## config.mk

```make
export PLATFORM = sky130hd
export DESIGN_NAME = tmc_timer
export DESIGN_NICKNAME = d
export VERILOG_FILES = /design/src/hdl/tmc_pkg.sv /design/src/hdl/tmc_cnt_if.sv /design/src/hdl/tmc_timer.sv /design/src/hdl/tmc_match_ch.sv
export SDC_FILE = /design/constraint.sdc
export NUM_CORES = 1
export LEC_CHECK = 0
export CAP_MARGIN = 20
export CELL_PAD_IN_SITES_DETAIL_PLACEMENT = 1
export CELL_PAD_IN_SITES_GLOBAL_PLACEMENT = 1
export CORE_MARGIN = 1
export CORE_UTILIZATION = 45
export DETAILED_ROUTE_END_ITERATION = 10
export DONT_BUFFER_PORTS = 1
export GPL_ROUTABILITY_DRIVEN = 0
export PLACE_DENSITY = 0.72
export SLEW_MARGIN = 40
export SYNTH_ARGS = -nofsm -noshare
export SYNTH_HDL_FRONTEND = slang
export SYNTH_HIERARCHICAL = 1
export SYNTH_SLANG_ARGS = --single-unit
```

## constraint.sdc

```tcl
create_clock -name sys_clk -period 8 [get_ports sys_clk]
set_clock_uncertainty 0.2 [all_clocks]
set_input_delay 0.8 -clock sys_clk [delete_from_list [all_inputs] [get_ports sys_clk]]
set_output_delay 0.8 -clock sys_clk [all_outputs]
set_load 0.1 [all_outputs]
```

## src/hdl/tmc_pkg.sv

```systemverilog
package tmc_pkg;

  localparam int DATA_W    = 32;
  localparam int ADDR_W    = 8;
  localparam int NUM_MATCH = 4;
  localparam int FLAG_W    = NUM_MATCH + 1;

  // register byte offsets
  localparam logic [ADDR_W-1:0] OFS_CTRL       = 8'h00;
  localparam logic [ADDR_W-1:0] OFS_COUNT      = 8'h04;
  localparam logic [ADDR_W-1:0] OFS_PRE_LIM    = 8'h08;
  localparam logic [ADDR_W-1:0] OFS_PRE_CNT    = 8'h0C;
  localparam logic [ADDR_W-1:0] OFS_MATCH_CTRL = 8'h10;
  localparam logic [ADDR_W-1:0] OFS_CAP_CTRL   = 8'h14;
  localparam logic [ADDR_W-1:0] OFS_EXT_CTRL   = 8'h18;
  localparam logic [ADDR_W-1:0] OFS_EXT_STATE  = 8'h1C;
  localparam logic [ADDR_W-1:0] OFS_FLAGS      = 8'h20;
  localparam logic [ADDR_W-1:0] OFS_CAPTURE    = 8'h24;

  // match value page: 0x30 + 4 * index
  localparam logic [3:0] MATCH_PAGE = 4'h3;
  localparam int PAGE_LSB = 4;
  localparam int PAGE_MSB = 7;
  localparam int IDX_LSB  = 2;
  localparam int IDX_MSB  = 3;
  localparam int BYTE_MSB = 1;

  // control register
  localparam int CTRL_RUN  = 0;
  localparam int CTRL_HOLD = 1;
  localparam int CTRL_W    = 2;

  // per-match control field
  localparam int MC_INT  = 0;
  localparam int MC_RST  = 1;
  localparam int MC_STOP = 2;
  localparam int MC_W    = 3;
  localparam int MCTRL_W = NUM_MATCH * MC_W;

  // capture control
  localparam int CC_RISE     = 0;
  localparam int CC_FALL     = 1;
  localparam int CC_INT      = 2;
  localparam int CC_CLR      = 3;
  localparam int CC_CLR_FALL = 4;
  localparam int CCTRL_W     = 5;

  // external output action field
  localparam int EA_W    = 2;
  localparam int ECTRL_W = NUM_MATCH * EA_W;

  // flag bit of the capture event, match flags sit below it
  localparam int FL_CAP = NUM_MATCH;

  typedef enum logic [1:0] {
    EXT_NONE   = 2'b00,
    EXT_LOW    = 2'b01,
    EXT_HIGH   = 2'b10,
    EXT_TOGGLE = 2'b11
  } tmc_ext_e;

endpackage

```

## src/hdl/tmc_cnt_if.sv

```systemverilog
`timescale 1ns/1ps
interface tmc_cnt_if #(
  parameter int W = 32
);
  logic [W-1:0] count;
  logic         tick;
  logic         ce;

  modport src (output count, output tick, output ce);
  modport dst (input count, input tick, input ce);
endinterface

```

## src/hdl/tmc_timer.sv

```systemverilog
// Local design decisions: the plain strobed port and the address map.
`timescale 1ns/1ps
// Functional notes
// RL1: counter width is a parameter, built as 32-bit and 16-bit variants
// RL2: prescaler of counter width divides the count rate
// RL3: counter advances on system clock cycles gated by the prescaler
// RL4: four match values compared against running count
// RL5: match may flag an interrupt while counting continues
// RL6: stop-on-match halts counter, interrupt optional
// RL7: reset-on-match returns counter to zero, interrupt optional
// RL8: four outputs go low, high, toggle or hold on their match
// RL9: capture input edge copies count into capture register
// RL10: capture event can raise an interrupt when enabled
// RL11: selected capture edge clears counter and prescaler
// RL12: prescaler counts to limit, wraps, advances counter once
// RL13: event flags cleared by writing one; irq while enabled flag set
module tmc_timer
  import tmc_pkg::*;
#(
  parameter int CNT_W = 32
)
(
  input  logic                 sys_clk,
  input  logic                 resetn,
  input  logic                 ce,
  input  logic [ADDR_W-1:0]    addr,
  input  logic [DATA_W-1:0]    wdata,
  input  logic                 wr_stb,
  input  logic                 rd_stb,
  output logic [DATA_W-1:0]    rdata,
  input  logic                 cap_in,
  output logic [NUM_MATCH-1:0] ext_out,
  output logic                 irq
);

  logic [CTRL_W-1:0]    ctrl_r;
  logic [CNT_W-1:0]     cnt_r;
  logic [CNT_W-1:0]     pre_lim_r;
  logic [CNT_W-1:0]     pre_cnt_r;
  logic [CNT_W-1:0]     cap_r;
  logic [CNT_W-1:0]     match_r [NUM_MATCH];
  logic [MCTRL_W-1:0]   mctrl_r;
  logic [CCTRL_W-1:0]   cctrl_r;
  logic [ECTRL_W-1:0]   ectrl_r;
  logic [FLAG_W-1:0]    flags_r;
  logic [FLAG_W-1:0]    flags_nxt;
  logic [FLAG_W-1:0]    int_en;
  logic [DATA_W-1:0]    rdata_r;
  logic [DATA_W-1:0]    rdata_nxt;
  logic                 irq_r;
  logic                 cap_d_r;
  logic                 run;
  logic                 hold;
  logic                 pre_wrap;
  logic                 tick;
  logic                 cap_rise;
  logic                 cap_fall;
  logic                 cap_ev;
  logic                 cap_clr;
  logic                 ctrl_wr;
  logic                 cnt_wr;
  logic                 pre_lim_wr;
  logic                 mctrl_wr;
  logic                 cctrl_wr;
  logic                 ectrl_wr;
  logic                 ext_wr;
  logic                 fl_wr;
  logic                 match_wr;
  logic                 m_rst_any;
  logic                 m_stop_any;
  logic [NUM_MATCH-1:0] hit;
  logic [NUM_MATCH-1:0] m_rst;
  logic [NUM_MATCH-1:0] m_stop;
  logic [NUM_MATCH-1:0] m_int;
  logic [NUM_MATCH-1:0] ext_q;
  logic [IDX_MSB-IDX_LSB:0] m_idx;

  tmc_cnt_if #(.W(CNT_W)) cif ();

  function automatic logic wr_hit(input logic [ADDR_W-1:0] ofs);
    return ce & wr_stb & (addr == ofs);
  endfunction

  assign run        = ctrl_r[CTRL_RUN];
  assign hold       = ctrl_r[CTRL_HOLD];
  assign ctrl_wr    = wr_hit(OFS_CTRL);
  assign cnt_wr     = wr_hit(OFS_COUNT);
  assign pre_lim_wr = wr_hit(OFS_PRE_LIM);
  assign mctrl_wr   = wr_hit(OFS_MATCH_CTRL);
  assign cctrl_wr   = wr_hit(OFS_CAP_CTRL);
  assign ectrl_wr   = wr_hit(OFS_EXT_CTRL);
  assign ext_wr     = wr_hit(OFS_EXT_STATE);
  assign fl_wr      = wr_hit(OFS_FLAGS);
  assign m_idx      = addr[IDX_MSB:IDX_LSB];
  assign match_wr   = ce & wr_stb & (addr[PAGE_MSB:PAGE_LSB] == MATCH_PAGE)
                      & (addr[BYTE_MSB:0] == '0);

  // RL12 wrap at limit, also covers a limit lowered below the count
  assign pre_wrap = pre_cnt_r >= pre_lim_r;
  // RL3 count enable from prescaler
  assign tick     = ce & run & ~hold & pre_wrap;

  assign cap_rise = cap_in & ~cap_d_r;
  assign cap_fall = ~cap_in & cap_d_r;
  // RL9 capture edge select
  assign cap_ev   = ce & ((cap_rise & cctrl_r[CC_RISE]) | (cap_fall & cctrl_r[CC_FALL]));
  // RL11 clearing edge select
  assign cap_clr  = ce & cctrl_r[CC_CLR] & (cctrl_r[CC_CLR_FALL] ? cap_fall : cap_rise);

  assign cif.count = cnt_r;
  assign cif.tick  = tick;
  assign cif.ce    = ce;

  // RL4 four match channels
  for (genvar i = 0; i < NUM_MATCH; i++)
  begin : g_ch
    assign m_rst[i]  = hit[i] & mctrl_r[i * MC_W + MC_RST];
    assign m_stop[i] = hit[i] & mctrl_r[i * MC_W + MC_STOP];
    assign m_int[i]  = mctrl_r[i * MC_W + MC_INT];

    tmc_match_ch #(.CNT_W(CNT_W)) u_ch (
      .sys_clk   (sys_clk),
      .resetn    (resetn),
      .cnt       (cif.dst),
      .match_val (match_r[i]),
      .action    (tmc_ext_e'(ectrl_r[i * EA_W +: EA_W])),
      .sw_we     (ext_wr),
      .sw_val    (wdata[i]),
      .hit       (hit[i]),
      .ext_out   (ext_q[i])
    );
  end

  assign m_rst_any  = |m_rst;
  assign m_stop_any = |m_stop;
  assign int_en     = {cctrl_r[CC_INT], m_int};

  // RL6 stop clears the run bit
  always_ff @(posedge sys_clk or negedge resetn)
  begin
    if (!resetn)
      ctrl_r <= '0;
    else if (ce)
    begin
      if (ctrl_wr)
        ctrl_r <= wdata[CTRL_W-1:0];
      else if (m_stop_any)
        ctrl_r[CTRL_RUN] <= 1'b0;
    end
  end

  // RL1 count register at variant width
  always_ff @(posedge sys_clk or negedge resetn)
  begin
    if (!resetn)
      cnt_r <= '0;
    else if (ce)
    begin
      if (cnt_wr)
        cnt_r <= wdata[CNT_W-1:0];
      else if (cap_clr || hold)
        cnt_r <= '0;
      // RL7 reset on match
      else if (m_rst_any)
        cnt_r <= '0;
      // RL5 continuous count on match
      else if (tick && !m_stop_any)
        cnt_r <= cnt_r + 1'b1;
    end
  end

  // RL2 prescaler counter
  always_ff @(posedge sys_clk or negedge resetn)
  begin
    if (!resetn)
      pre_cnt_r <= '0;
    else if (ce)
    begin
      if (cap_clr || hold)
        pre_cnt_r <= '0;
      else if (run)
        pre_cnt_r <= pre_wrap ? '0 : pre_cnt_r + 1'b1;
    end
  end

  always_ff @(posedge sys_clk or negedge resetn)
  begin
    if (!resetn)
      pre_lim_r <= '0;
    else if (pre_lim_wr)
      pre_lim_r <= wdata[CNT_W-1:0];
  end

  always_ff @(posedge sys_clk or negedge resetn)
  begin
    if (!resetn)
    begin
      mctrl_r <= '0;
      cctrl_r <= '0;
      ectrl_r <= '0;
    end
    else
    begin
      if (mctrl_wr)
        mctrl_r <= wdata[MCTRL_W-1:0];
      if (cctrl_wr)
        cctrl_r <= wdata[CCTRL_W-1:0];
      if (ectrl_wr)
        ectrl_r <= wdata[ECTRL_W-1:0];
    end
  end

  always_ff @(posedge sys_clk or negedge resetn)
  begin
    if (!resetn)
    begin
      for (int k = 0; k < NUM_MATCH; k++)
        match_r[k] <= '0;
    end
    else if (match_wr)
      match_r[m_idx] <= wdata[CNT_W-1:0];
  end

  // RL9 snapshot of the count
  always_ff @(posedge sys_clk or negedge resetn)
  begin
    if (!resetn)
    begin
      cap_r   <= '0;
      cap_d_r <= 1'b0;
    end
    else if (ce)
    begin
      cap_d_r <= cap_in;
      if (cap_ev)
        cap_r <= cnt_r;
    end
  end

  // RL13 write one clears, set wins
  assign flags_nxt = (flags_r & ~(fl_wr ? wdata[FLAG_W-1:0] : '0)) | {cap_ev, hit};

  // RL10 capture and match flags
  always_ff @(posedge sys_clk or negedge resetn)
  begin
    if (!resetn)
    begin
      flags_r <= '0;
      irq_r   <= 1'b0;
    end
    else if (ce)
    begin
      flags_r <= flags_nxt;
      irq_r   <= |(flags_r & int_en);
    end
  end

  always_comb
  begin
    rdata_nxt = '0;
    case (addr)
      OFS_CTRL:       rdata_nxt = DATA_W'(ctrl_r);
      OFS_COUNT:      rdata_nxt = DATA_W'(cnt_r);
      OFS_PRE_LIM:    rdata_nxt = DATA_W'(pre_lim_r);
      OFS_PRE_CNT:    rdata_nxt = DATA_W'(pre_cnt_r);
      OFS_MATCH_CTRL: rdata_nxt = DATA_W'(mctrl_r);
      OFS_CAP_CTRL:   rdata_nxt = DATA_W'(cctrl_r);
      OFS_EXT_CTRL:   rdata_nxt = DATA_W'(ectrl_r);
      OFS_EXT_STATE:  rdata_nxt = DATA_W'(ext_q);
      OFS_FLAGS:      rdata_nxt = DATA_W'(flags_r);
      OFS_CAPTURE:    rdata_nxt = DATA_W'(cap_r);
      default:
      begin
        if (addr[PAGE_MSB:PAGE_LSB] == MATCH_PAGE && addr[BYTE_MSB:0] == '0)
          rdata_nxt = DATA_W'(match_r[m_idx]);
      end
    endcase
  end

  // read data in the cycle after an enabled strobe, held while ce is low, zero after any other enabled cycle
  always_ff @(posedge sys_clk or negedge resetn)
  begin
    if (!resetn)
      rdata_r <= '0;
    else if (ce)
      rdata_r <= rd_stb ? rdata_nxt : '0;
  end

  assign rdata   = rdata_r;
  assign ext_out = ext_q;
  assign irq     = irq_r;

  // RL12 prescaler wraps to zero
  presc_wrap_a: // RL12
    assert property (@(posedge sys_clk) disable iff (!resetn)
      tick |=> pre_cnt_r == '0)
    else $error("prescaler did not wrap");

  // RL3 count advances by one
  cnt_incr_a: // RL3
    assert property (@(posedge sys_clk) disable iff (!resetn)
      tick && !m_rst_any && !m_stop_any && !cnt_wr && !cap_clr
      |=> cnt_r == CNT_W'($past(cnt_r) + 1'b1))
    else $error("count did not advance on tick");

  // RL2 no advance between ticks
  cnt_hold_a: // RL2
    assert property (@(posedge sys_clk) disable iff (!resetn)
      ce && !tick && !cnt_wr && !cap_clr && !hold |=> $stable(cnt_r))
    else $error("count moved without prescaler tick");

  // RL7 reset on match
  match_reset_a: // RL7
    assert property (@(posedge sys_clk) disable iff (!resetn)
      m_rst_any && !cnt_wr |=> cnt_r == '0)
    else $error("count not reset on match");

  // RL6 stop on match
  match_stop_a: // RL6
    assert property (@(posedge sys_clk) disable iff (!resetn)
      m_stop_any && !ctrl_wr && !m_rst_any && !cnt_wr && !cap_clr
      |=> !run && cnt_r == $past(cnt_r))
    else $error("counter kept running after stop match");

  // RL9 capture loads count
  cap_load_a: // RL9
    assert property (@(posedge sys_clk) disable iff (!resetn)
      cap_ev |=> cap_r == $past(cnt_r))
    else $error("capture register missed the count");

  // RL11 clear on capture edge
  cap_clear_a: // RL11
    assert property (@(posedge sys_clk) disable iff (!resetn)
      cap_clr && !cnt_wr |=> cnt_r == '0 && pre_cnt_r == '0)
    else $error("capture clear failed");

  // RL5 match flag set wins
  match_flag_a: // RL5
    assert property (@(posedge sys_clk) disable iff (!resetn)
      |hit |=> (flags_r[NUM_MATCH-1:0] & $past(hit)) == $past(hit))
    else $error("match flag not set");

  // RL10 capture interrupt path
  cap_irq_a: // RL10
    assert property (@(posedge sys_clk) disable iff (!resetn)
      cap_ev ##1 ce && int_en[FL_CAP] |=> irq_r)
    else $error("capture interrupt not raised");

  // RL13 irq drops with no enabled flag
  irq_idle_a: // RL13
    assert property (@(posedge sys_clk) disable iff (!resetn)
      ce && (flags_r & int_en) == '0 |=> !irq_r)
    else $error("irq without enabled flag");

  read_idle_a:
    assert property (@(posedge sys_clk) disable iff (!resetn)
      ce && !rd_stb |=> rdata_r == '0)
    else $error("read data outside read cycle");

endmodule

```

## src/hdl/tmc_match_ch.sv

```systemverilog
`timescale 1ns/1ps
module tmc_match_ch
  import tmc_pkg::*;
#(
  parameter int CNT_W = 32
)
(
  input  logic             sys_clk,
  input  logic             resetn,
  tmc_cnt_if.dst           cnt,
  input  logic [CNT_W-1:0] match_val,
  input  tmc_ext_e         action,
  input  logic             sw_we,
  input  logic             sw_val,
  output logic             hit,
  output logic             ext_out
);

  logic ext_r;

  // RL4 compare with count
  assign hit     = cnt.tick & (cnt.count == match_val);
  assign ext_out = ext_r;

  // RL8 pin action on match
  always_ff @(posedge sys_clk or negedge resetn)
  begin
    if (!resetn)
      ext_r <= 1'b0;
    else if (cnt.ce)
    begin
      if (sw_we)
        ext_r <= sw_val;
      else if (hit)
      begin
        case (action)
          EXT_LOW:    ext_r <= 1'b0;
          EXT_HIGH:   ext_r <= 1'b1;
          EXT_TOGGLE: ext_r <= ~ext_r;
          default:    ext_r <= ext_r;
        endcase
      end
    end
  end

  // RL8 toggle check
  ext_toggle_a: // RL8
    assert property (@(posedge sys_clk) disable iff (!resetn)
      hit && action == EXT_TOGGLE && !sw_we |=> ext_out != $past(ext_out))
    else $error("match output did not toggle");

  // RL8 set and clear check
  ext_level_a: // RL8
    assert property (@(posedge sys_clk) disable iff (!resetn)
      hit && !sw_we && (action == EXT_HIGH || action == EXT_LOW)
      |=> ext_out == ($past(action) == EXT_HIGH))
    else $error("match output level wrong");

endmodule

```

-- After elaboration in Yosys (flattened, before gate mapping)
Cells that the tools add are included.
- equal/unequal tests: 26
- bitwise gates (word level): 46
- add/sub/neg operators: 2
- magnitude comparators: 3
- reductions and logical operators: 30
- mux-type cells: 32
- operators by type and width (cell ; count):
    $mux W32 ; 12
    $pmux W32 S10 ; 1
    $bwmux W128 ; 1
    $eq A32 B32 Y1 ; 4
    $add A32 B1 Y32 const B ; 2
    $bmux W32 S2 ; 1
    $demux W32 S2 ; 1
    $and A1 B1 Y1 ; 33
    $eq A8 B5 Y1 const B ; 4
    $ge A32 B32 Y1 ; 1
    $reduce_bool A4 Y1 ; 5
    $eq A2 B2 Y1 const B ; 8
    $eq A8 B4 Y1 const B ; 2
    $eq A8 B6 Y1 const B ; 2
    $pmux W1 S3 ; 4
    $reduce_and A3 Y1 ; 4
    $reduce_bool A2 Y1 ; 6
    $mux W1 ; 11
    $and A5 B5 Y5 ; 2
    $reduce_and A2 Y1 ; 5
    $eq A2 B1 Y1 const B ; 4
    $eq A8 B3 Y1 const B ; 1
    $logic_not A8 Y1 ; 1
    $reduce_or A4 Y1 ; 2
    14 further kinds ; 22
- bits in registers: 326
- output and inout bits: 37
- input bits: 46
- logic and storage cells: 160

-- Longest topological paths before layout
- depth after elaboration: 12
- depth in mapped cells: 20
- gate-level depth less buffers: 18

-- By module
The synthesis kept the hierarchy.
- modules (own cells, without submodules) (module ; area each (sq um) ; seq. area each (sq um) ; times used ; cells each):
    tmc_timer ; 16233.1 ; 8057.7 ; 1 ; 1385
    tmc_match_ch ; 580.6 ; 25.0 ; 4 ; 75

-- Worst setup path after synthesis
No wires, ideal clock.
- path kind: reg2reg
- from: register pre_cnt_r[0]
- to: register cnt_r[11], in the netlist cif.count[11]
- arrival: 3.918 ns
- library setup time: 0.120 ns
- setup slack: 3.762 ns
- required time: 7.680 ns
- stages on the path, launching flop included: 19
- path buffers: 1
- clock period less this slack: 4.238 ns
- cell sequence: dfrtp_1 inv_1 ha_1 nand2b_1 a2111oi_0 nor4b_1 o311a_1 nor2_2 nor3_1 nand2_1 nor4bb_1 and3_1 a22o_1 a221oi_1 and3b_1 o211ai_1 clkbuf_1 a2111o_1 o211a_1
- cells in the longest elaborated chain, start to end: 9
- elaborated cells between the ends (all ways): 23
- those cells by class: 1 x order compare; 3 x mux; 13 x bitwise; 6 x reduce/logical
- RTL lines (item ; line ; text):
    start: declaration ; tmc_timer.sv:39 ; logic [CNT_W-1:0] pre_cnt_r;
    start signal: assignment ; tmc_timer.sv:182 ; pre_cnt_r <= pre_wrap ? '0 : pre_cnt_r + 1'b1;
    $ge A32 B32 Y1 * ; tmc_timer.sv:99 ; assign pre_wrap = pre_cnt_r >= pre_lim_r;
    $and A1 B1 Y1 * ; tmc_timer.sv:101 ; assign tick = ce & run & ~hold & pre_wrap;
    named net cif.tick ; tmc_cnt_if.sv:6 ; logic tick;
    $and A1 B1 Y1 * ; tmc_match_ch.sv:22 ; assign hit = cnt.tick & (cnt.count == match_val);
    named net hit[1] ; tmc_timer.sv:71 ; logic [NUM_MATCH-1:0] hit;
    $and A1 B1 Y1 ; tmc_timer.sv:118 ; assign m_stop[i] = hit[i] & mctrl_r[i * MC_W + MC_STOP];
    $reduce_or A4 Y1 ; tmc_timer.sv:135 ; assign m_stop_any = |m_stop;
    $logic_not A1 Y1 ; tmc_timer.sv:167 ; else if (tick && !m_stop_any)
    $logic_and A1 B1 Y1 ; tmc_timer.sv:167 ;
    $reduce_bool A4 Y1 (no line) ; n/a ;
    $reduce_and A2 Y1 (no line) ; n/a ;
    end signal: assignment ; tmc_timer.sv:160 ; cnt_r <= wdata[CNT_W-1:0];
    end signal: assignment ; tmc_timer.sv:168 ; cnt_r <= cnt_r + 1'b1;
    end: declaration ; tmc_timer.sv:37 ; logic [CNT_W-1:0] cnt_r;
The timed path passes the listed nets; every way through them passes the cells marked *.
A chain may end at the register's enable or synchronous reset.

-- Final worst setup path
- from: register pre_cnt_r[25]
- to: register cnt_r[22], in the netlist cif.count[22]
The elaborated chain is that of the path after synthesis.

==> results.md <==
- Status: finished, violations left
- Failing checks: negative hold slack
- Mux contribution to synthesized area: 0.174
- Post-Synth Adder-Cell Area: 0.0283
- Cell family with most CP delay: simple AND/OR/NAND/NOR gates
- Clock latency at the later pin of the worst-skew pair: ~0.57 ns
- CTS clock-pin slew for the worst setup and hold paths: around 0.06 ns
- Yosys warnings: 6
- Drt total wl: roughly 70000 um
- Total grt overflow: 0
- WP data required: between 8 and 9 ns
- Leak: roughly 9.4 nW
- Worst R2R End: cif.count[22]$_DFFE_PN0P_
- Crit path launch: pre_cnt_r[25]$_DFFE_PN0P_
- Minimum clock period: about 5.8 ns
- CTS tree: yes
- Setup TNS: 0 ns
- H-tree levels: 2
- Max transition margin: 0.160
- CP max stage delay: 0.66 ns
- R2R depth: 17
- Commonest non-fill, non-tap cells in the layout: dfrtp_1 (290), mux2_2 (211), nand2_1 (127), xnor2_1 (93), a21oi_1 (75)
- WP data arrival: approximately 6.0 ns
- Worst ir drop on vdd: approximately 0.00014 V
- Async SR Flop Fraction: 1.00
- Number of global-route vias before repair: between 15000 and 20000
- Num Clock Sinks: between 300 and 400
- Worst Tran Pin Value: about 1.3 ns
- Slew Viols, Final: 0
- DR WL/cell: ~31 um
- Yosys reg bits: between 300 and 400
- Area Growth Syn to Fin: 10.4%
- Sequential area share after synthesis: 0.440
- Synth Area in XOR/XNOR: 0.0751
- Global-route wire length before repair: roughly 100000 um
- # fillers: 4328
- Hold Path Class: in2async
- Final setup violation count: 0
- Yosys cell types: 74
- Dpl hpwl: a little under 50000 um
- Die Wd: between 200 and 250 um
- Smallest hold slack: -0.253 ns
- Commonest non-fill, non-tap cell in the layout: dfrtp_1
- Vias per cell: ~6.8
- Power density cells: just under 200 nW/um^2
- DR vias: 15105
- Slowest cell on crit path: nor4_1
- Synth Instances: 1685
- Largest net degree at the start of global routing: approximately 330
- Total GRT Usage: 0.339
- CP endpoint kind: flop
- Port buffer count: 0
- Final Hold Fails: 256
- Post-synth EDFFs: 0
- Flop-to-flop setup slack: between 2 and 2.5 ns
- Post-CTS Resized: 0
- CORE AREA: 40700 sq um
- DRT antenna net count: 0
- Detailed Routing Iterations Pass 1: 5
- Iter 0 DRT Violations: between 1500 and 2000
- Die ar.: between 40000 and 50000 sq um
- Die Y-Extent: a little over 200 um
- Share of cells above drive strength 1: 0.231
- CP Cell Sequence: ha_1 -> nand4_1 -> nor4_1 -> a221oi_1 -> o211ai_1 -> nor2_2 -> nor3_2 -> nand2_1 -> nor4bb_1 -> and3_1 -> a22o_1 -> a221oi_1 -> and3b_1 -> o211ai_1 -> buf_4 -> nand2_1 -> o211a_1
- Fmax: around 0.17 GHz
- CP bufs+invs: 1
- Largest family of logic cells by synthesized area: multiplexers
- # Post-CTS Setup Buffers: 0
- Residual DRC count: 0
- Initial core utilization: 0.455
- Antenna violations before repair: 2
- Setup CP Type: reg2reg
- CTS Buf Count: 39
- Ports: between 80 and 90
- Max cap viols: 0
- Synth Flop Type: dfrtp_1
- Dpl ws: about 2.6 ns
- Simple-gate share of the synthesized area: 0.122
- FP Rows: 74
- Mean Syn Cell Area: approximately 11 sq um
- Setup crit start kind: flop
- Clock tree buffer depth: 3
- Final nets: 1750
- Post-Syn Nets: ~1800
- Reg2Reg Launch Point: pre_cnt_r[25]$_DFFE_PN0P_
- RSZ-0062 raised after global routing: no
- Worst Setup Slack, final: between 2 and 2.5 ns
- Compound-gate portion of the synthesized area: 0.131
- Mapped Area: approximately 19000 sq um
- Crit share post-route: 0.721
- Root Driver: clkbuf_16
- Critical path peak fanout: 41
==> final cells by class <==
type	count	area [sq um]	area share
diodes	3	7.51	0.000367
clock inverters	11	130	0.00636
multi-input cells	1216	9930	0.485
inverters	56	210	0.0103
clock buffers	57	1160	0.0565
well taps	532	666	0.0325
flip-flops and latches	326	8200	0.401
repair buffers	23	173	0.00843
==> report_power, final <==
part	switching [mW]	internal, mW	leakage, nW
Combinational	0.223	0.136	4.27
Clock	0.725	1.09	0.640
Sequential	0.0764	1.69	4.46
==> metrics by stage <==
step / util / area (sq um) / hold slack [ns] / power, mW / cells
final: 0.503 / 20500 / -0.253 / 3.95 / 2224
after global routing: 0.502 / 20500 / -0.272 / 4.04 / 2221
after CTS: 0.501 / 20400 / -0.269 / 3.96 / 2221
after detailed placement: 0.470 / 19100 / 0.282 / 2.14 / 2153
after global placement: 0.469 / 19100 / 0.274 / 2.12 / 2153
after floorplan: - / 18600 / 0.249 / 2.00 / 1685
==> worst reg2reg max path, delay by kind of cell, from the launching register on <==
| kind | cells | cell delay (ns) |
|---|---|---|
| and+or+nand+nor | 9 | 2.99 |
| AOI/OAI and AO/OA | 6 | 1.22 |
| DFF | 1 | 0.46 |
| buffers and inverters | 1 | 0.46 |
| adders and majority gates | 1 | 0.34 |
==> sequential cells by signal (all words and copies together), names as in the netlist <==
register	count
cap_d_r	1
cap_r	32
cctrl_r	5
cif.count	32
ctrl_r	2
ectrl_r	8
flags_r	5
g_ch.u_ch/ext_out	4
irq	1
match_r	128
mctrl_r	12
pre_cnt_r	32
pre_lim_r	32
rdata	32
==> worst max-delay path by stage <==
stage	end	slack, ns	cells past startpoint
finish	cif.count[22]$_DFFE_PN0P_	2.23	17
global route	cif.count[22]$_DFFE_PN0P_	1.96	17
CTS	cif.count[11]$_DFFE_PN0P_	2.50	17
detailed placement	cif.count[22]$_DFFE_PN0P_	2.56	17
global placement	cif.count[31]$_DFFE_PN0P_	2.46	16
floorplan	cif.count[11]$_DFFE_PN0P_	3.76	18
==> synthesized netlist by cell type (6+ instances only) <==
cell | count | area (sq um)
a21o_1 | 30 | 225
a21oi_1 | 75 | 375
a221oi_1 | 15 | 131
a222oi_1 | 24 | 240
a22o_1 | 8 | 70.1
a22oi_1 | 57 | 428
a2bb2oi_1 | 19 | 166
and2_1 | 10 | 62.6
and3_1 | 20 | 125
and4_1 | 7 | 61.3
and4b_1 | 8 | 80.1
buf_1 | 9 | 33.8
buf_2 | 16 | 80.1
clkbuf_1 | 61 | 229
dfrtp_1 | 326 | 8160
ha_1 | 42 | 526
inv_1 | 56 | 210
mux2_2 | 211 | 2380
mux4_2 | 35 | 788
nand2_1 | 128 | 480
nand2b_1 | 7 | 43.8
nand3_1 | 46 | 230
nand4_1 | 54 | 338
nor2_1 | 64 | 240
nor3_1 | 18 | 90.1
nor4_1 | 22 | 138
nor4bb_1 | 8 | 80.1
o21a_1 | 6 | 45.0
o21ai_0 | 30 | 150
o2bb2ai_1 | 8 | 70.1
o31ai_1 | 12 | 90.1
or3_1 | 7 | 43.8
or4_1 | 8 | 60.1
xnor2_1 | 93 | 815
xor2_1 | 66 | 578
==> logic make-up after synthesis <==
| kind of cell | count (synthesis) |
|---|---|
| flops | 326 |
| fa+ha+maj | 42 |
| xor+xnor | 159 |
| compound gates | 334 |
| simple gates | 429 |
| mux | 252 |
| buf+inv | 143 |
==> per-layer routing <==
layer	wire, um	up-vias	global-route usage
li1	-	6271	-
met1	28800	7954	0.468
met2	31700	718	0.517
met3	6670	162	0.0762
met4	2620	0	0.127
met5	0	-	0
No activity file was read; power rests on OpenSTA's default activity.
